File: src/inc/opsq_pkg.sv
// Purpose: Shared constants and types for the optical phase sequencer.
// Assumes: 200 MHz hclk, AHB-Lite register access with 32-bit data.
// Notes: Offsets are byte addresses of aligned 32-bit words.
package opsq_pkg;

  // ****************************************
  // Timing
  // ****************************************
  localparam int CLK_PERIOD_NS = 5;
  localparam int LED_ON_NS = 100000;
  localparam int LED_ON_CYC = (LED_ON_NS + CLK_PERIOD_NS - 1) / CLK_PERIOD_NS;
  localparam int PRF_HZ = 100;
  localparam int PRF_PERIOD_CYC = 1000000000 / (PRF_HZ * CLK_PERIOD_NS);

  // ****************************************
  // Widths
  // ****************************************
  localparam int NPHASE = 4;
  localparam int RES_W = 24;
  localparam int CODE_W = 6;
  localparam int SEL_W = 3;
  localparam int OFFS_W = 5;
  localparam int CNT_W = 24;
  localparam int NLED = 3;

  // ****************************************
  // Register offsets
  // ****************************************
  localparam logic [7:0] REG_CTRL = 8'h00;
  localparam logic [7:0] REG_LED = 8'h04;
  localparam logic [7:0] REG_TIA = 8'h08;
  localparam logic [7:0] REG_OFFS = 8'h0C;
  localparam logic [7:0] REG_PRF = 8'h10;
  localparam logic [7:0] REG_STAT = 8'h14;
  localparam logic [7:0] REG_LEDT = 8'h18;
  localparam logic [7:0] REG_RES0 = 8'h20;
  localparam logic [7:0] REG_RES3 = 8'h2C;

  // ****************************************
  // Field positions and reset values
  // ****************************************
  localparam int CTRL_RUN = 0;
  localparam int CTRL_THREE = 1;
  localparam int CTRL_X2 = 2;
  localparam int CTRL_SPLIT = 3;
  localparam int LED_STRIDE = 6;
  localparam int TRANSIMPEDANCE_GAIN_SELECT_LSB = 0;
  localparam int FEEDBACK_CAP_SELECT_LSB = 3;
  localparam int TIA_GAIN2_LSB = 6;
  localparam int TIA_CF2_LSB = 9;
  localparam int OFFS_STRIDE = 8;
  localparam int OFFS_POL_BIT = 7;
  localparam int STAT_PHASE_LSB = 0;
  localparam int STAT_ACTIVE = 2;
  localparam int STAT_CNT_LSB = 16;
  localparam logic [31:0] CTRL_RST = 32'h0000_0000;
  localparam logic [31:0] LED_RST = 32'h0000_0000;
  localparam logic [31:0] TIA_RST = 32'h0000_0000;
  localparam logic [31:0] OFFS_RST = 32'h0000_0000;

  // ****************************************
  // Phase tables
  // ****************************************
  // Bit n set: phase n uses the second capacitance set and the primary gain field.
  localparam logic [3:0] PHASE_SET2 = 4'h3;
  // LED enables per phase, bit 0 LED1, bit 1 LED2, bit 2 LED3.
  localparam logic [3:0][2:0] LED_MAP_TWO = {3'h0, 3'h1, 3'h0, 3'h2};
  localparam logic [3:0][2:0] LED_MAP_THREE = {3'h0, 3'h1, 3'h4, 3'h2};

  // ****************************************
  // Types
  // ****************************************
  typedef enum logic [2:0] {
    SEQ_IDLE = 3'h0,
    SEQ_LED = 3'h1,
    SEQ_RST = 3'h2,
    SEQ_WAIT = 3'h3,
    SEQ_GAP = 3'h4
  } opsq_state_e;

  typedef struct packed {
    logic active;
    logic [1:0] phase;
    logic led;
    logic rst;
    logic between;
  } opsq_seq_s;

  typedef struct packed {
    logic three;
    logic split;
    logic [SEL_W-1:0] gain;
    logic [SEL_W-1:0] cap;
    logic [SEL_W-1:0] gain2;
    logic [SEL_W-1:0] cap2;
  } opsq_cfg_s;

endpackage

File: src/verilog/opsq_seq.sv
// Purpose: Phase timing engine stepping four sampling phases per cycle.
// Assumes: Converter answers each conversion reset with conv_done.
// Notes: A cycle always runs to completion once started.
`timescale 1ns/1ps
module opsq_seq #(
  parameter int CW = 24
) (
  input wire logic hclk, // Clock.
  input wire logic hresetn, // Asynchronous reset, active low.
  input wire logic run, // Start and keep cycling.
  input wire logic [CW-1:0] led_cycles, // LED window length.
  input wire logic [CW-1:0] period, // Cycle length.
  input wire logic conv_done, // Conversion finished.
  output opsq_pkg::opsq_seq_s seq, // Sequence state.
  output logic store, // Store the current phase result.
  output logic cyc_done // One pulse per completed cycle.
);

  opsq_pkg::opsq_state_e state_q;
  logic [1:0] phase_q;
  logic [CW-1:0] led_cnt_q;
  logic [CW-1:0] per_cnt_q;
  logic per_end;

  assign per_end = per_cnt_q >= period - CW'(1);
  assign store = state_q == opsq_pkg::SEQ_WAIT && conv_done;
  assign cyc_done = store && phase_q == 2'h3;

  always_comb
  begin
    seq.active = state_q != opsq_pkg::SEQ_IDLE && state_q != opsq_pkg::SEQ_GAP;
    seq.phase = phase_q;
    seq.led = state_q == opsq_pkg::SEQ_LED;
    seq.rst = state_q == opsq_pkg::SEQ_RST;
    seq.between = state_q == opsq_pkg::SEQ_IDLE || state_q == opsq_pkg::SEQ_GAP;
  end

  always_ff @(posedge hclk or negedge hresetn)
  begin
    if (!hresetn)
    begin
      state_q <= opsq_pkg::SEQ_IDLE;
      phase_q <= 2'h0;
    end
    else
    begin
      unique case (state_q)
        opsq_pkg::SEQ_IDLE:
          if (run)
          begin
            state_q <= opsq_pkg::SEQ_LED;
            phase_q <= 2'h0;
          end
        opsq_pkg::SEQ_LED:
          if (led_cnt_q >= led_cycles - CW'(1))
            state_q <= opsq_pkg::SEQ_RST;
        opsq_pkg::SEQ_RST:
          state_q <= opsq_pkg::SEQ_WAIT;
        opsq_pkg::SEQ_WAIT:
          if (conv_done)
          begin
            state_q <= phase_q == 2'h3 ? opsq_pkg::SEQ_GAP : opsq_pkg::SEQ_LED;
            phase_q <= phase_q + 2'h1;
          end
        opsq_pkg::SEQ_GAP:
          if (per_end)
            state_q <= run ? opsq_pkg::SEQ_LED : opsq_pkg::SEQ_IDLE;
        default:
          state_q <= opsq_pkg::SEQ_IDLE;
      endcase
    end
  end

  // LED window counter restarts at every phase.
  always_ff @(posedge hclk or negedge hresetn)
  begin
    if (!hresetn)
      led_cnt_q <= '0;
    else if (state_q == opsq_pkg::SEQ_LED)
      led_cnt_q <= led_cnt_q + CW'(1);
    else
      led_cnt_q <= '0;
  end

  // Cycle counter starts with phase 0 and spans the whole cycle.
  always_ff @(posedge hclk or negedge hresetn)
  begin
    if (!hresetn)
      per_cnt_q <= '0;
    else if (state_q == opsq_pkg::SEQ_IDLE || (state_q == opsq_pkg::SEQ_GAP && per_end))
      per_cnt_q <= '0;
    else
      per_cnt_q <= per_cnt_q + CW'(1);
  end

endmodule

File: src/verilog/opsq_top.sv
// Purpose: Optical phase sequencer with AHB-Lite register access.
// Assumes: One converter shared by four filter slots, results on conv_data.
// Notes: Reads take one wait state, writes none.
// Functional notes
// Four 24-bit results per cycle, own registers.
// One of four filter slots per phase.
// Conversion reset is union of phase pulses.
// Two-LED order: LED2, ambient2, LED1, ambient1.
// Three-LED order: LED2, LED3, LED1, ambient.
// Pulse each active LED only in its phase.
// Independent 6-bit current code per LED.
// Code is unsigned, 63 steps up to 50 mA.
// Range-double bit doubles LED current step.
// Default: one gain for all phases.
// Split: primary gain field drives second set.
// Each gain set has its own 3-bit field.
// Capacitance shared; split uses primary/separate fields.
// Four offset settings, active phase's presented.
// Results read as 24-bit two's complement.
// Fixed phase-to-set table, constant per cycle.
// Result written only after conversion completes.
`timescale 1ns/1ps
module opsq_top #(
  parameter int PRF_PERIOD_CYC = opsq_pkg::PRF_PERIOD_CYC,
  parameter int LED_ON_CYC = opsq_pkg::LED_ON_CYC,
  parameter int CNT_W = opsq_pkg::CNT_W
) (
  input wire logic hclk, // Clock, 200 MHz.
  input wire logic hresetn, // Asynchronous reset, active low.
  input wire logic hsel, // Slave select.
  input wire logic [31:0] haddr, // Byte address.
  input wire logic [1:0] htrans, // Transfer type.
  input wire logic hwrite, // Write when high.
  input wire logic [2:0] hsize, // Transfer size, word only.
  input wire logic [31:0] hwdata, // Write data.
  input wire logic hready, // Bus ready.
  output logic hreadyout, // Slave ready.
  output logic [31:0] hrdata, // Read data.
  output logic hresp, // Response, always OKAY.
  input wire logic conv_done, // Converter finished a sample.
  input wire logic [opsq_pkg::RES_W-1:0] conv_data, // Sample, two's complement.
  output logic [opsq_pkg::NLED-1:0] led_on, // LED pulse, bit 0 LED1.
  output logic [opsq_pkg::NLED-1:0][opsq_pkg::CODE_W-1:0] led_current_code, // Per LED code.
  output logic led_range_double, // Doubles LED current range.
  output logic [opsq_pkg::NPHASE-1:0] filter_slot_sel, // One-hot filter slot.
  output logic [opsq_pkg::NPHASE-1:0] conversion_reset_phase, // Per-phase reset.
  output logic conversion_reset_pulse, // Composite reset.
  output logic [opsq_pkg::SEL_W-1:0] transimpedance_gain_select, // Gain code.
  output logic [opsq_pkg::SEL_W-1:0] feedback_cap_select, // Capacitance code.
  output logic [opsq_pkg::OFFS_W-1:0] offset_cancel_magnitude, // Offset size.
  output logic offset_cancel_polarity // Offset sign.
);

  if (CNT_W > 32 || LED_ON_CYC < 1 || PRF_PERIOD_CYC < 4 ||
      (CNT_W < 31 && (PRF_PERIOD_CYC >= (1 << CNT_W) || LED_ON_CYC >= (1 << CNT_W))))
  begin : g_chk
    $error("opsq_top: counter width or timing parameters out of range");
  end

  // ****************************************
  // Helper functions
  // ****************************************
  function automatic logic [2:0] led_map(input logic three, input logic [1:0] ph);
    led_map = three ? opsq_pkg::LED_MAP_THREE[ph] : opsq_pkg::LED_MAP_TWO[ph];
  endfunction

  function automatic logic [opsq_pkg::SEL_W-1:0] pick_gain(input opsq_pkg::opsq_cfg_s c,
                                                           input logic [1:0] ph);
    if (!c.split)
      pick_gain = c.gain;
    else if (opsq_pkg::PHASE_SET2[ph])
      pick_gain = c.gain;
    else
      pick_gain = c.gain2;
  endfunction

  function automatic logic [opsq_pkg::SEL_W-1:0] pick_cap(input opsq_pkg::opsq_cfg_s c,
                                                          input logic [1:0] ph);
    if (c.split && opsq_pkg::PHASE_SET2[ph])
      pick_cap = c.cap2;
    else
      pick_cap = c.cap;
  endfunction

  // ****************************************
  // Registers
  // ****************************************
  logic [31:0] ctrl_q;
  logic [31:0] led_q;
  logic [31:0] tia_q;
  logic [31:0] offs_q;
  logic [CNT_W-1:0] prf_q;
  logic [CNT_W-1:0] ledt_q;
  logic [opsq_pkg::RES_W-1:0] res_q [opsq_pkg::NPHASE];
  logic [15:0] cyc_cnt_q;
  opsq_pkg::opsq_cfg_s cfg_q;
  opsq_pkg::opsq_seq_s seq;
  logic store;
  logic cyc_done;

  // ****************************************
  // Bus slave
  // ****************************************
  logic acc;
  logic wr_pend_q;
  logic rd_pend_q;
  logic [7:0] addr_q;
  logic hit_q;
  logic [31:0] rd_d;

  assign acc = hsel && hready && htrans[1];

  always_ff @(posedge hclk or negedge hresetn)
  begin
    if (!hresetn)
    begin
      wr_pend_q <= 1'b0;
      rd_pend_q <= 1'b0;
      addr_q <= 8'h00;
      hit_q <= 1'b0;
    end
    else
    begin
      wr_pend_q <= acc && hwrite;
      rd_pend_q <= acc && !hwrite;
      if (acc)
      begin
        addr_q <= {haddr[7:2], 2'h0};
        hit_q <= haddr[31:8] == 24'h00_0000 && hsize == 3'h2;
      end
    end
  end

  // Reads wait one cycle so a write just before is seen.
  always_ff @(posedge hclk or negedge hresetn)
  begin
    if (!hresetn)
    begin
      hreadyout <= 1'b1;
      hrdata <= 32'h0000_0000;
      hresp <= 1'b0;
    end
    else
    begin
      hreadyout <= !(acc && !hwrite);
      hresp <= 1'b0;
      if (rd_pend_q)
        hrdata <= rd_d;
    end
  end

  always_comb
  begin
    rd_d = 32'h0000_0000;
    if (hit_q)
    begin
      unique case (addr_q)
        opsq_pkg::REG_CTRL: rd_d = ctrl_q;
        opsq_pkg::REG_LED: rd_d = led_q;
        opsq_pkg::REG_TIA: rd_d = tia_q;
        opsq_pkg::REG_OFFS: rd_d = offs_q;
        opsq_pkg::REG_PRF: rd_d = 32'(prf_q);
        opsq_pkg::REG_LEDT: rd_d = 32'(ledt_q);
        opsq_pkg::REG_STAT:
        begin
          rd_d[opsq_pkg::STAT_PHASE_LSB +: 2] = seq.phase;
          rd_d[opsq_pkg::STAT_ACTIVE] = seq.active;
          rd_d[opsq_pkg::STAT_CNT_LSB +: 16] = cyc_cnt_q;
        end
        default:
          if (addr_q >= opsq_pkg::REG_RES0 && addr_q <= opsq_pkg::REG_RES3)
            rd_d = 32'(res_q[addr_q[3:2]]);
      endcase
    end
  end

  always_ff @(posedge hclk or negedge hresetn)
  begin
    if (!hresetn)
    begin
      ctrl_q <= opsq_pkg::CTRL_RST;
      led_q <= opsq_pkg::LED_RST;
      tia_q <= opsq_pkg::TIA_RST;
      offs_q <= opsq_pkg::OFFS_RST;
      prf_q <= CNT_W'(PRF_PERIOD_CYC);
      ledt_q <= CNT_W'(LED_ON_CYC);
    end
    else if (wr_pend_q && hit_q)
    begin
      unique case (addr_q)
        opsq_pkg::REG_CTRL: ctrl_q <= hwdata & 32'h0000_000F;
        opsq_pkg::REG_LED: led_q <= hwdata & 32'h0003_FFFF;
        opsq_pkg::REG_TIA: tia_q <= hwdata & 32'h0000_0FFF;
        opsq_pkg::REG_OFFS: offs_q <= hwdata & 32'h9F9F_9F9F;
        opsq_pkg::REG_PRF: prf_q <= hwdata[CNT_W-1:0];
        opsq_pkg::REG_LEDT: ledt_q <= hwdata[CNT_W-1:0];
        default: ;
      endcase
    end
  end

  // ****************************************
  // Sequencer
  // ****************************************
  opsq_seq #(
    .CW(CNT_W)
  ) u_seq (
    .hclk(hclk),
    .hresetn(hresetn),
    .run(ctrl_q[opsq_pkg::CTRL_RUN]),
    .led_cycles(ledt_q),
    .period(prf_q),
    .conv_done(conv_done),
    .seq(seq),
    .store(store),
    .cyc_done(cyc_done)
  );

  // Mode and gain fields are taken only between cycles.
  always_ff @(posedge hclk or negedge hresetn)
  begin
    if (!hresetn)
      cfg_q <= '0;
    else if (seq.between)
    begin
      cfg_q.three <= ctrl_q[opsq_pkg::CTRL_THREE];
      cfg_q.split <= ctrl_q[opsq_pkg::CTRL_SPLIT];
      cfg_q.gain <= tia_q[opsq_pkg::TRANSIMPEDANCE_GAIN_SELECT_LSB +: opsq_pkg::SEL_W];
      cfg_q.cap <= tia_q[opsq_pkg::FEEDBACK_CAP_SELECT_LSB +: opsq_pkg::SEL_W];
      cfg_q.gain2 <= tia_q[opsq_pkg::TIA_GAIN2_LSB +: opsq_pkg::SEL_W];
      cfg_q.cap2 <= tia_q[opsq_pkg::TIA_CF2_LSB +: opsq_pkg::SEL_W];
    end
  end

  // ****************************************
  // Results
  // ****************************************
  always_ff @(posedge hclk or negedge hresetn)
  begin
    if (!hresetn)
    begin
      for (int i = 0; i < opsq_pkg::NPHASE; i++)
        res_q[i] <= '0;
    end
    else if (store)
      res_q[seq.phase] <= conv_data;
  end

  always_ff @(posedge hclk or negedge hresetn)
  begin
    if (!hresetn)
      cyc_cnt_q <= 16'h0000;
    else if (cyc_done)
      cyc_cnt_q <= cyc_cnt_q + 16'h0001;
  end

  // ****************************************
  // Receiver and transmitter controls
  // ****************************************
  logic [opsq_pkg::NPHASE-1:0] rst_vec;
  logic [opsq_pkg::NPHASE-1:0] slot_vec;

  always_comb
  begin
    slot_vec = 4'h1 << seq.phase;
    rst_vec = seq.rst ? slot_vec : 4'h0;
  end

  always_ff @(posedge hclk or negedge hresetn)
  begin
    if (!hresetn)
    begin
      led_on <= '0;
      filter_slot_sel <= 4'h0;
      conversion_reset_phase <= 4'h0;
      conversion_reset_pulse <= 1'b0;
    end
    else
    begin
      led_on <= seq.led ? led_map(cfg_q.three, seq.phase) : 3'h0;
      filter_slot_sel <= seq.active ? slot_vec : 4'h0;
      conversion_reset_phase <= rst_vec;
      conversion_reset_pulse <= |rst_vec;
    end
  end

  always_ff @(posedge hclk or negedge hresetn)
  begin
    if (!hresetn)
    begin
      transimpedance_gain_select <= '0;
      feedback_cap_select <= '0;
    end
    else
    begin
      transimpedance_gain_select <= pick_gain(cfg_q, seq.phase);
      feedback_cap_select <= pick_cap(cfg_q, seq.phase);
    end
  end

  always_ff @(posedge hclk or negedge hresetn)
  begin
    if (!hresetn)
    begin
      offset_cancel_magnitude <= '0;
      offset_cancel_polarity <= 1'b0;
    end
    else
    begin
      offset_cancel_magnitude <= offs_q[seq.phase * opsq_pkg::OFFS_STRIDE +: opsq_pkg::OFFS_W];
      offset_cancel_polarity <= offs_q[seq.phase * opsq_pkg::OFFS_STRIDE + opsq_pkg::OFFS_POL_BIT];
    end
  end

  // Codes pass as unsigned steps; range doubling scales every step.
  always_ff @(posedge hclk or negedge hresetn)
  begin
    if (!hresetn)
    begin
      led_current_code <= '0;
      led_range_double <= 1'b0;
    end
    else
    begin
      for (int i = 0; i < opsq_pkg::NLED; i++)
        led_current_code[i] <= led_q[i * opsq_pkg::LED_STRIDE +: opsq_pkg::CODE_W];
      led_range_double <= ctrl_q[opsq_pkg::CTRL_X2];
    end
  end

endmodule

File: config.mk
export PLATFORM = sky130hd
export DESIGN_NAME = opsq_top
export DESIGN_NICKNAME = d
export VERILOG_FILES = /design/src/inc/opsq_pkg.sv /design/src/verilog/opsq_seq.sv /design/src/verilog/opsq_top.sv
export SDC_FILE = /design/constraint.sdc
export NUM_CORES = 1
export LEC_CHECK = 0
export BUFFER_PORTS_ARGS = -buffer_cell sky130_fd_sc_hd__buf_2
export CAP_MARGIN = 20
export CORE_MARGIN = 2
export CORE_UTILIZATION = 57
export DETAILED_ROUTE_END_ITERATION = 10
export PLACE_DENSITY_LB_ADDON = 0.15
export SLEW_MARGIN = 20
export SYNTH_ARGS = -nofsm -noshare
export SYNTH_HDL_FRONTEND = slang
export SYNTH_SLANG_ARGS = --single-unit
File: constraint.sdc
create_clock -name hclk -period 12.7 [get_ports hclk]
set_input_delay 1.905 -clock hclk [delete_from_list [all_inputs] [get_ports hclk]]
set_output_delay 1.905 -clock hclk [all_outputs]
set_load 0.005 [all_outputs]
# Word-level counts from Yosys, hierarchy flattened
# Index checks and enable logic that the tools add are counted.
[word_totals] reg_bits=370 out_inout_bits=77 word_cells=146
[op_classes] addsub=7 order_cmp=9 n_eq_ne=17 shift=2 mux=38 n_bitwise=2 n_reduce_logical=32
[ops] op="24-bit 2-to-1 mux" n=6
[ops] op="96-bit bitwise mux" n=1
[ops] op="16-bit one-hot mux with 6 select lines" n=1
[ops] op="13-bit one-hot mux with 7 select lines" n=1
[ops] op="24-bit by 1-bit adder with 24-bit output (second input constant)" n=2
[ops] op="24-bit binary-select mux with 2-bit select" n=1
[ops] op="24-bit demux with 2-bit select" n=1
[ops] op="24-bit >= comparator" n=2
[ops] op="24-bit by 1-bit subtractor with 24-bit output (second input constant)" n=2
[ops] op="3-bit 2-to-1 mux" n=12
[ops] op="32-bit 2-to-1 mux" n=1
[ops] op="32-bit by 6-bit variable part select with 5-bit output" n=1
[ops] op="24-bit zero test" n=1
[ops] op="3-bit one-hot mux with 7 select lines" n=1
[ops] op="6-bit by 3-bit equality test with 1-bit output (second input constant)" n=3
[ops] op="16-bit by 1-bit adder with 16-bit output (second input constant)" n=1
[ops] op="3-bit one-hot mux with 5 select lines" n=1
[ops] op="1-bit logical AND" n=13
[ops] op="3-bit binary-select mux with 2-bit select" n=2
[ops] op="6-bit by 2-bit equality test with 1-bit output (second input constant)" n=2
[ops] op="2-bit AND reduction" n=6
[ops] op="3-bit by 2-bit equality test with 1-bit output (second input constant)" n=3
[ops] op="8-bit by 6-bit >= comparator with 1-bit output (second input constant)" n=1
[ops] op="8-bit by 6-bit less-or-equal comparator with 1-bit output (second input constant)" n=1
[ops] op="other kinds (31)" n=41

# Logic depth before layout (Yosys ltp)
# Gate-level depths: netlist of run 1.
[logic_depth] ltp_word=7 ltp_mapped=15

# By module
# Synthesis of run 1 repeated with hierarchy kept, for this count alone.
[unflattened] hier_cells=1382 area_unflattened_um2=17601.9
[modules_own_cells] mod="opsq_top" instances=1 cells_per_inst=902 area_per_inst_um2=13346.6 seq_area_each_um2=7948.9
[modules_own_cells] mod="opsq_seq" instances=1 cells_per_inst=480 area_per_inst_um2=4255.3 seq_area_each_um2=1326.3

# Least setup slack after synthesis of run 1
# OpenSTA, ideal clock, no wires.
[synth_timing] path_kind="reg2reg" from="register prf_q[5]" to="register u_seq.per_cnt_q[15]" setup_time_ns=0.136 t_arrival_ns=3.885 setup_slack_ns=8.679 path_stages_with_launch=14 n_path_buf=1 cell_sequence="dfrtp_1 -> or4_4 -> or3_4 -> or3_4 -> or4_4 -> nor3_2 -> xnor2_1 -> ha_1 -> nand4_1 -> nor4_1 -> o41ai_1 -> a21oi_1 -> clkbuf_1 -> nor3_1"
[synth_via] elab_chain_len=5
[synth_rtl] element="start, declared" line="opsq_top.sv:92" source="logic [CNT_W-1:0] prf_q;"
[synth_rtl] element="start signal, assigned" line="opsq_top.sv:185" source="prf_q <= CNT_W'(PRF_PERIOD_CYC);"
[synth_rtl] element="start signal, assigned" line="opsq_top.sv:195" source="opsq_pkg::REG_PRF: prf_q <= hwdata[CNT_W-1:0];"
[synth_rtl] element="24-bit by 1-bit subtractor with 24-bit output" line="opsq_seq.sv:25" source="assign per_end = per_cnt_q >= period - CW'(1);"
[synth_rtl] element="24-bit >= comparator" line="opsq_seq.sv:25"
[synth_rtl] element="1-bit logical AND" line="opsq_seq.sv:90" source="else if (state_q == opsq_pkg::SEQ_IDLE || (state_q == opsq_pkg::SEQ_GAP && per_end))"
[synth_rtl] element="1-bit logical OR" line="opsq_seq.sv:90"
[synth_rtl] element="24-bit 2-to-1 mux" line="opsq_seq.sv:90"
[synth_rtl] element="end signal, assigned" line="opsq_seq.sv:93" source="per_cnt_q <= per_cnt_q + CW'(1);"
[synth_rtl] element="end, declared" line="opsq_seq.sv:22" source="logic [CW-1:0] per_cnt_q;"
# No other way between the ends.
# A chain may end at the register's enable or synchronous reset.

# Worst setup path in the final report of run 1
[layout_timing] from="register prf_q[3]" to="register u_seq.per_cnt_q[10]"
# The elaborated chain is that of the path after synthesis.

==> flow_metrics.py, run 1 <==
metrics = {
    "logic_synthesis": {
        "ys_seq_area_frac": 0.533,
        "synth_fp_nets": 1579,
        "yosysWarnings": 0,
        "synth_simple_gate_area_share": 0.115,
        "synth_mux_area_frac": 0.173,
        "synthAdderAreaFrac": 0.0410,
        "synth_top_cell_by_area": "dfrtp_1",
        "yosys-top-cells-area": "dfrtp_1 (51%), mux2_2 (13%), mux4_2 (4.1%)",
        "synth-xor-area-share": 0.0483,
        "synth_area_per_cell_um2": 12.2,
        "synth_area_um2": 17400,
        "postSynthCellCount": 1423,
        "synth_compound_area_frac": 0.0697,
        "netlist.area_leader.share": 0.514,
        "synth_top_family_by_area": "multiplexers",
        "synthArstFlopShare": 1.00,
        "yosys_most_used_dff": "dfrtp_1",
        "synth_edf_count": 0,
        "synth.distinct_cells": 63,
        "ys_ff_latch": 370,
    },
    "sta": {
        "skew_ns": 0.0199,
        "min_period_over_period": 0.357,
        "finalHoldViolCount": 0,
        "tightestPinTransition_ns": 1.03,
        "drv_slew": 0,
        "slew_headroom": 0.315,
        "period_needed_ns": 4.53,
        "setup-tns-final_ns": 0,
        "clock.fmax_mhz": 221,
        "rsz0062_at_grt": "false",
        "finalSetupViolCount": 0,
    },
    "grt": {
        "grt_busiest_layer": "met2",
        "antenna_found_initial": 1,
        "grt.met2_usage": 0.456,
        "use_met3": 0.0632,
        "grt_pass1_vias": 12200,
        "met1_usage": 0.383,
        "grtUsageTotal": 0.280,
        "grt-ovfl-total": 0,
        "grt_start_max_net_pins": 109,
        "grt_pass1_wl_um": 68200,
    },
    "finish": {
        "drive_above_1_share": 0.320,
        "final_nets": 1752,
        "synthToLayoutAreaGrowth_pct": 14.9,
        "post-route-util": 0.669,
        "final_cells": 2016,
        "antenna_cells": 0,
    },
    "route": {
        "drt_iter0_drc": 969,
        "wl_per_cell_um": 21.5,
        "vias": 12100,
        "drt_drc_violations_left": 0,
        "drt-total-wl_um": 43400,
        "avgViaCountPerCell": 6.01,
        "antenna_left": 0,
        "dr.pass1.iters": 5,
    },
    "cts": {
        "cts_setup_buffers": 0,
        "clock_sinks": 370,
        "insertion_delay_ns": 0.54,
        "clockBufferDepth": 3,
        "cts-buffers-inserted": 39,
        "cts_hold_buf": 0,
        "clk_pin_slew_ns": 0.06,
        "cts_tree": "done",
        "cts_root_buf": "clkbuf_16",
        "cts-resized-gates": 0,
        "htree_num_levels": 2,
    },
    "power_and_ir_drop": {
        "clockPowerShare": 0.353,
        "switching_share": 0.276,
        "power_switching_mw": 0.899,
        "peakVddDrop_mv": 0.183,
        "p_int_mw": 2.35,
        "power.density_nw_per_um2": 163,
        "power_frac_seq": 0.460,
        "leakage_nw": 9.52,
        "combPwrFrac": 0.187,
    },
    "placed_design": {
        "hpwl_um": 30600,
        "dp.cells": 1945,
        "gp_congestion": 0.854,
        "port_buffers": 169,
    },
    "die": {
        "die_w_um": 179,
        "design.core.area_um2": 29900,
        "start_util": 0.582,
        "dieArea_um2": 31900,
        "io_pins": 176,
        "rows": 63,
        "fp.dieH_um": 179,
    },
    "setup_path": {
        "cpPeakStageDelay_ns": 0.53,
        "worst_ep_arrival_time_ns": 4.91,
        "critPathLaunchType": "register",
        "cp_cell_sequence": "or4_4, or3_4, or3_1, nor4_2, nand3b_1, xor2_1, ha_1, nand4_1, nor4_1, o41ai_1, a21oi_1, buf_4, nor3_1",
        "worstSetupEndpointType": "register",
        "critical_path_class": "reg -> reg",
        "slowest_stage": "or4_4",
        "crit_path_max_fanout": 24,
        "crit_required_ns": 13.08,
    },
    "status": {
        "outcome": "finished, final reports clean",
    },
    "worst_hold_path": {
        "hold_path_class": "reg -> reg",
    },
    "run": {
        "maxCapViolations": 0,
    },
}
## synth_stat cells, types with 14 or more instances
cell,n
a21o_1,14
nand3_1,34
o2bb2ai_1,16
a22oi_1,27
mux4_2,32
xor2_1,38
nor3_1,30
dfrtp_1,357
inv_1,22
clkbuf_1,44
and3_1,17
nand4_1,26
a21oi_1,41
nor2_1,78
xnor2_1,58
mux2_2,202
nand2_1,145
ha_1,57
o21ai_0,19
## area by class of cell
type	instances	area [um^2]
sequential	370	9280
tap	390	488
clock inverter	15	193
inverter	22	82.6
timing repair buffer	195	1050
clock buffer	56	1110
multi-input combinational	968	7790
fill	2244	9890
## registers in the layout (all words and copies together) (netlist names), 6 cells and up
| name | flops |
|---|---|
| prf_q | 24 |
| u_seq.led_cnt_q | 24 |
| tia_q | 12 |
| cfg_q | 14 |
| led_current_code | 18 |
| cyc_cnt_q | 16 |
| ledt_q | 24 |
| addr_q | 6 |
| hrdata | 32 |
| offs_q | 24 |
| res_q | 96 |
| u_seq.per_cnt_q | 24 |
| led_q | 18 |
## cell families (layout without fill, tap and decap cells)
kind of cell	count (synthesis)	count (layout)
AND/OR/NAND/NOR	407	407
AO/OA/AOI/OAI	172	172
adder cells (fa/ha/maj)	57	57
flip-flops	370	370
multiplexers	235	235
other	1	1
buffers and inverters	85	288
XOR/XNOR	96	96
## worst max-delay path: cells and delay by family (launching register included)
family | cells | cell delay [ns]
DFF | 1 | 0.48
xor gates and xnor gates | 1 | 0.18
adders and majority gates | 1 | 0.30
buffers and inverters | 1 | 0.31
AOI/OAI and AO/OA | 2 | 0.43
and+or+nand+nor | 8 | 2.67
## stage by stage
| step | total power [mW] | worst slack (ns) | hold WS, ns | cell area [um^2] |
|---|---|---|---|---|
| after CTS | 3.28 | 8.17 | 0.403 | 20000 |
| after global routing | 3.40 | 7.95 | 0.422 | 20000 |
| after detailed placement | 2.13 | 8.20 | 0.390 | 18700 |
| after floorplan | 1.91 | 8.68 | 0.364 | 17400 |
| final | 3.25 | 8.17 | 0.405 | 20000 |
| after global placement | 2.10 | 8.27 | 0.393 | 18700 |
## power by group through the flow
stage	registers [mW]	logic, mW	clock network [mW]
6_report	1.50	0.609	1.15
4_1_cts	1.50	0.616	1.17
3_3_place_gp	1.50	0.593	0
2_1_floorplan	1.46	0.449	0
3_5_place_dp	1.52	0.613	0
5_1_grt	1.52	0.673	1.21
## cells in the final DEF, fill, tap and decap left out, types with 4 or more instances in the layout
cell type / Yosys / layout
dfrtp_1: 357 / 356
mux2_2: 202 / 202
buf_2: 10 / 168
nand2_1: 145 / 145
nor2_1: 78 / 77
xnor2_1: 58 / 58
ha_1: 57 / 57
a21oi_1: 41 / 41
clkbuf_16: 0 / 39
xor2_1: 38 / 38
nand3_1: 34 / 34
mux4_2: 32 / 32
nor3_1: 30 / 30
a22oi_1: 27 / 27
nand4_1: 26 / 26
buf_4: 1 / 26
inv_1: 22 / 22
o21ai_0: 19 / 19
and3_1: 17 / 16
o2bb2ai_1: 16 / 16
a21o_1: 14 / 14
dfstp_2: 13 / 13
nor4_1: 12 / 12
and2_1: 12 / 12
a222oi_1: 12 / 12
or3_1: 11 / 11
a31oi_1: 10 / 10
a221oi_1: 10 / 10
clkbuf_1: 44 / 10
clkinv_2: 0 / 8
clkbuf_8: 0 / 7
nand2b_1: 6 / 6
nor2b_1: 6 / 6
and4_1: 6 / 6
or4_1: 4 / 4
a22o_1: 4 / 4
## path summary, 6_finish.rpt
path	from	to	slack [ns]	depth (start not counted)
setup / recovery	prf_q[3]	u_seq.per_cnt_q[10]	8.17	13
hold / removal	led_q[8]	led_current_code[8]	0.41	0
setup reg to reg	prf_q[3]	u_seq.per_cnt_q[10]	8.17	13
hold reg to reg	led_q[8]	led_current_code[8]	0.41	0
max in group asynchronous	hresetn	led_q[11]	9.03	3
min in group asynchronous	hresetn	u_seq.led_cnt_q[22]	1.39	1
## routing by layer
| metal | wire length (um) | vias to the layer above |
|---|---|---|
| met5 | 0 | - |
| met4 | 981 | 0 |
| met3 | 2850 | 66 |
| met2 | 21200 | 325 |
| met1 | 18400 | 6221 |
| li1 | - | 5511 |
(Power assumes the default switching activity.)
==> run 2: changes to the inputs <==
==> constraint.sdc (replaced) <==
create_clock -name hclk -period 4.19 [get_ports hclk]
set_input_delay 0.6285 -clock hclk [delete_from_list [all_inputs] [get_ports hclk]]
set_output_delay 0.6285 -clock hclk [all_outputs]
set_load 0.005 [all_outputs]
==> run 2 against run 1 <==
- sequential cell count unchanged
- clock power rose to 3.0 times the previous value
- utilization increased by 0.82 points
- combinational power grew to 3.2 times the previous value
- critical path depth rose by 2
- cell count increased by 1.2%
- highest routed layer is now met5
==> flow_metrics.py, run 2 (synthesis results as in run 1) <==
metrics = {
    "status": {
        "outcome": "finished, final reports clean",
    },
    "finish": {
        "layout_commonest_cell": "dfrtp_1",
        "final_cell_mix": "dfrtp_1 (356), mux2_2 (202), buf_2 (168)",
        "final_nets": 1775,
        "largest_reg_flops": 96,
        "fin_area_um2": 20200,
        "final_cells": 2041,
        "drive_above_1_share": 0.330,
        "reg_top3": "res_q x96, hrdata x32",
        "regMostFlops": "res_q",
        "post-route-util": 0.677,
        "synthToLayoutAreaGrowth_pct": 16.3,
    },
    "setup_path": {
        "cp_cell_sequence": "or4_4, or3_4, or3_4, or4_4, nor3_2, xnor2_1, ha_1, nand4_1, nor4_2, buf_4, o41ai_1, a21oi_2, buf_4, buf_6, nor2_1",
        "cpLargestDelayFamily": "simple AND/OR/NAND/NOR gates",
        "slowest_stage": "or4_4",
        "reg2reg_depth": 15,
        "critPathLaunch": "prf_q[5]",
        "crit_path_end": "u_seq.per_cnt_q[23]",
        "worstSetupPathDepth": 15,
        "ff2ff_setup_slack_ns": 0.15,
        "crit_required_ns": 4.60,
        "worstSetupEndpointType": "register",
        "crit_path_max_fanout": 12,
        "critical_path_class": "reg -> reg",
        "r2r-end": "u_seq.per_cnt_q[23]",
        "critPathLaunchType": "register",
        "path_buf_inv": 3,
        "worstReg2RegStart": "prf_q[5]",
        "cpPeakStageDelay_ns": 0.54,
        "worst_ep_arrival_time_ns": 4.44,
    },
    "sta": {
        "rsz0062_at_grt": "true",
        "skew_ns": 0.0166,
        "min_period_over_period": 0.964,
        "setup-tns-final_ns": 0,
        "drv_slew": 0,
        "finalSetupViolCount": 0,
        "period_needed_ns": 4.04,
        "clock.fmax_mhz": 248,
        "tightestPinTransition_ns": 1.06,
        "fin_hold_ws_ns": 0.0790,
        "slew_headroom": 0.291,
        "setup_ws_ns": 0.153,
        "finalHoldViolCount": 0,
    },
    "cts": {
        "cts_tree": "done",
        "insertion_delay_ns": 0.53,
        "clock_sinks": 370,
        "cts_root_buf": "clkbuf_16",
        "cts-buffers-inserted": 40,
        "clk_pin_slew_ns": 0.06,
        "clockBufferDepth": 3,
        "cts_hold_buf": 0,
        "htree_num_levels": 2,
    },
    "route": {
        "vias": 12200,
        "drt_drc_violations_left": 0,
        "drt-total-wl_um": 44100,
        "wl_per_cell_um": 21.6,
        "drt_iter0_drc": 785,
        "antenna_left": 0,
        "avgViaCountPerCell": 5.97,
        "dr.pass1.iters": 6,
    },
    "grt": {
        "grtUsageTotal": 0.281,
        "antenna_found_initial": 2,
        "grt_pass1_wl_um": 68100,
        "grt-ovfl-total": 0,
        "grt_start_max_net_pins": 91,
        "grt_pass1_vias": 12200,
    },
    "placed_design": {
        "hpwl_um": 31100,
        "port_buffers": 169,
        "place_area_um2": 18900,
        "dp.cells": 1963,
        "gp_congestion": 0.840,
        "pre_cts_ws_ns": 0.114,
    },
    "die": {
        "start_util": 0.582,
        "die_w_um": 179,
        "design.core.area_um2": 29900,
        "fp.dieH_um": 179,
        "dieArea_um2": 31900,
        "rows": 63,
        "io_pins": 176,
    },
    "power_and_ir_drop": {
        "total_power_mw": 9.92,
        "power.density_nw_per_um2": 490,
        "peakVddDrop_mv": 0.415,
        "leakage_nw": 9.64,
    },
    "run": {
        "maxCapViolations": 0,
    },
    "worst_hold_path": {
        "hold_path_class": "in -> async",
    },
}
-- run 2: cell types whose count changed in the layout (fill, tap and decap cells not counted), moves of 3 or more --
cell        previous run  this run
buf_4                 26        42
clkbuf_1              10        14
clkinv_2               8         4
buf_12                 0         3
clkbuf_16             39        42
clkinvlp_4             1         4
-- run 2: worst min-delay path by stage --
stage | start | end | cells past startpoint
2_1_floorplan | hresetn | addr_q[2] | 0
3_3_place_gp | led_q[4] | led_current_code[4] | 0
3_5_place_dp | led_q[7] | led_current_code[7] | 0
4_1_cts | hresetn | u_seq.led_cnt_q[12] | 1
5_1_grt | hresetn | u_seq.led_cnt_q[20] | 1
6_report | hresetn | u_seq.led_cnt_q[21] | 1
-- run 2: repair_timing --
item	CTS	global route
setup buffers	0	2
setup endpoints to repair	0	27
resized for setup	0	6
-- run 2: routing by layer --
| metal | wire [um] | vias to the layer above | global-route usage |
|---|---|---|---|
| li1 | - | 5564 | - |
| met1 | 18700 | 6165 | 0.389 |
| met2 | 21000 | 379 | 0.450 |
| met3 | 3010 | 82 | 0.0549 |
| met4 | 1320 | 2 | 0.0918 |
| met5 | 13 | - | 0 |
-- run 2: cell type report --
type	count	area [um^2]
antenna	1	2.50
clock inverter	12	139
multi-input combinational	968	7810
fill	2209	9640
timing repair buffer	217	1280
clock buffer	61	1160
inverter	22	82.6
tap	390	488
sequential	370	9280
-- run 2: power by group --
group / total [mW] / internal [mW] / switching [mW]
Sequential: 4.53 / 4.15 / 0.384
Combinational: 1.92 / 0.991 / 0.929
Clock: 3.47 / 2.05 / 1.42
Total: 9.92 / 7.19 / 2.73
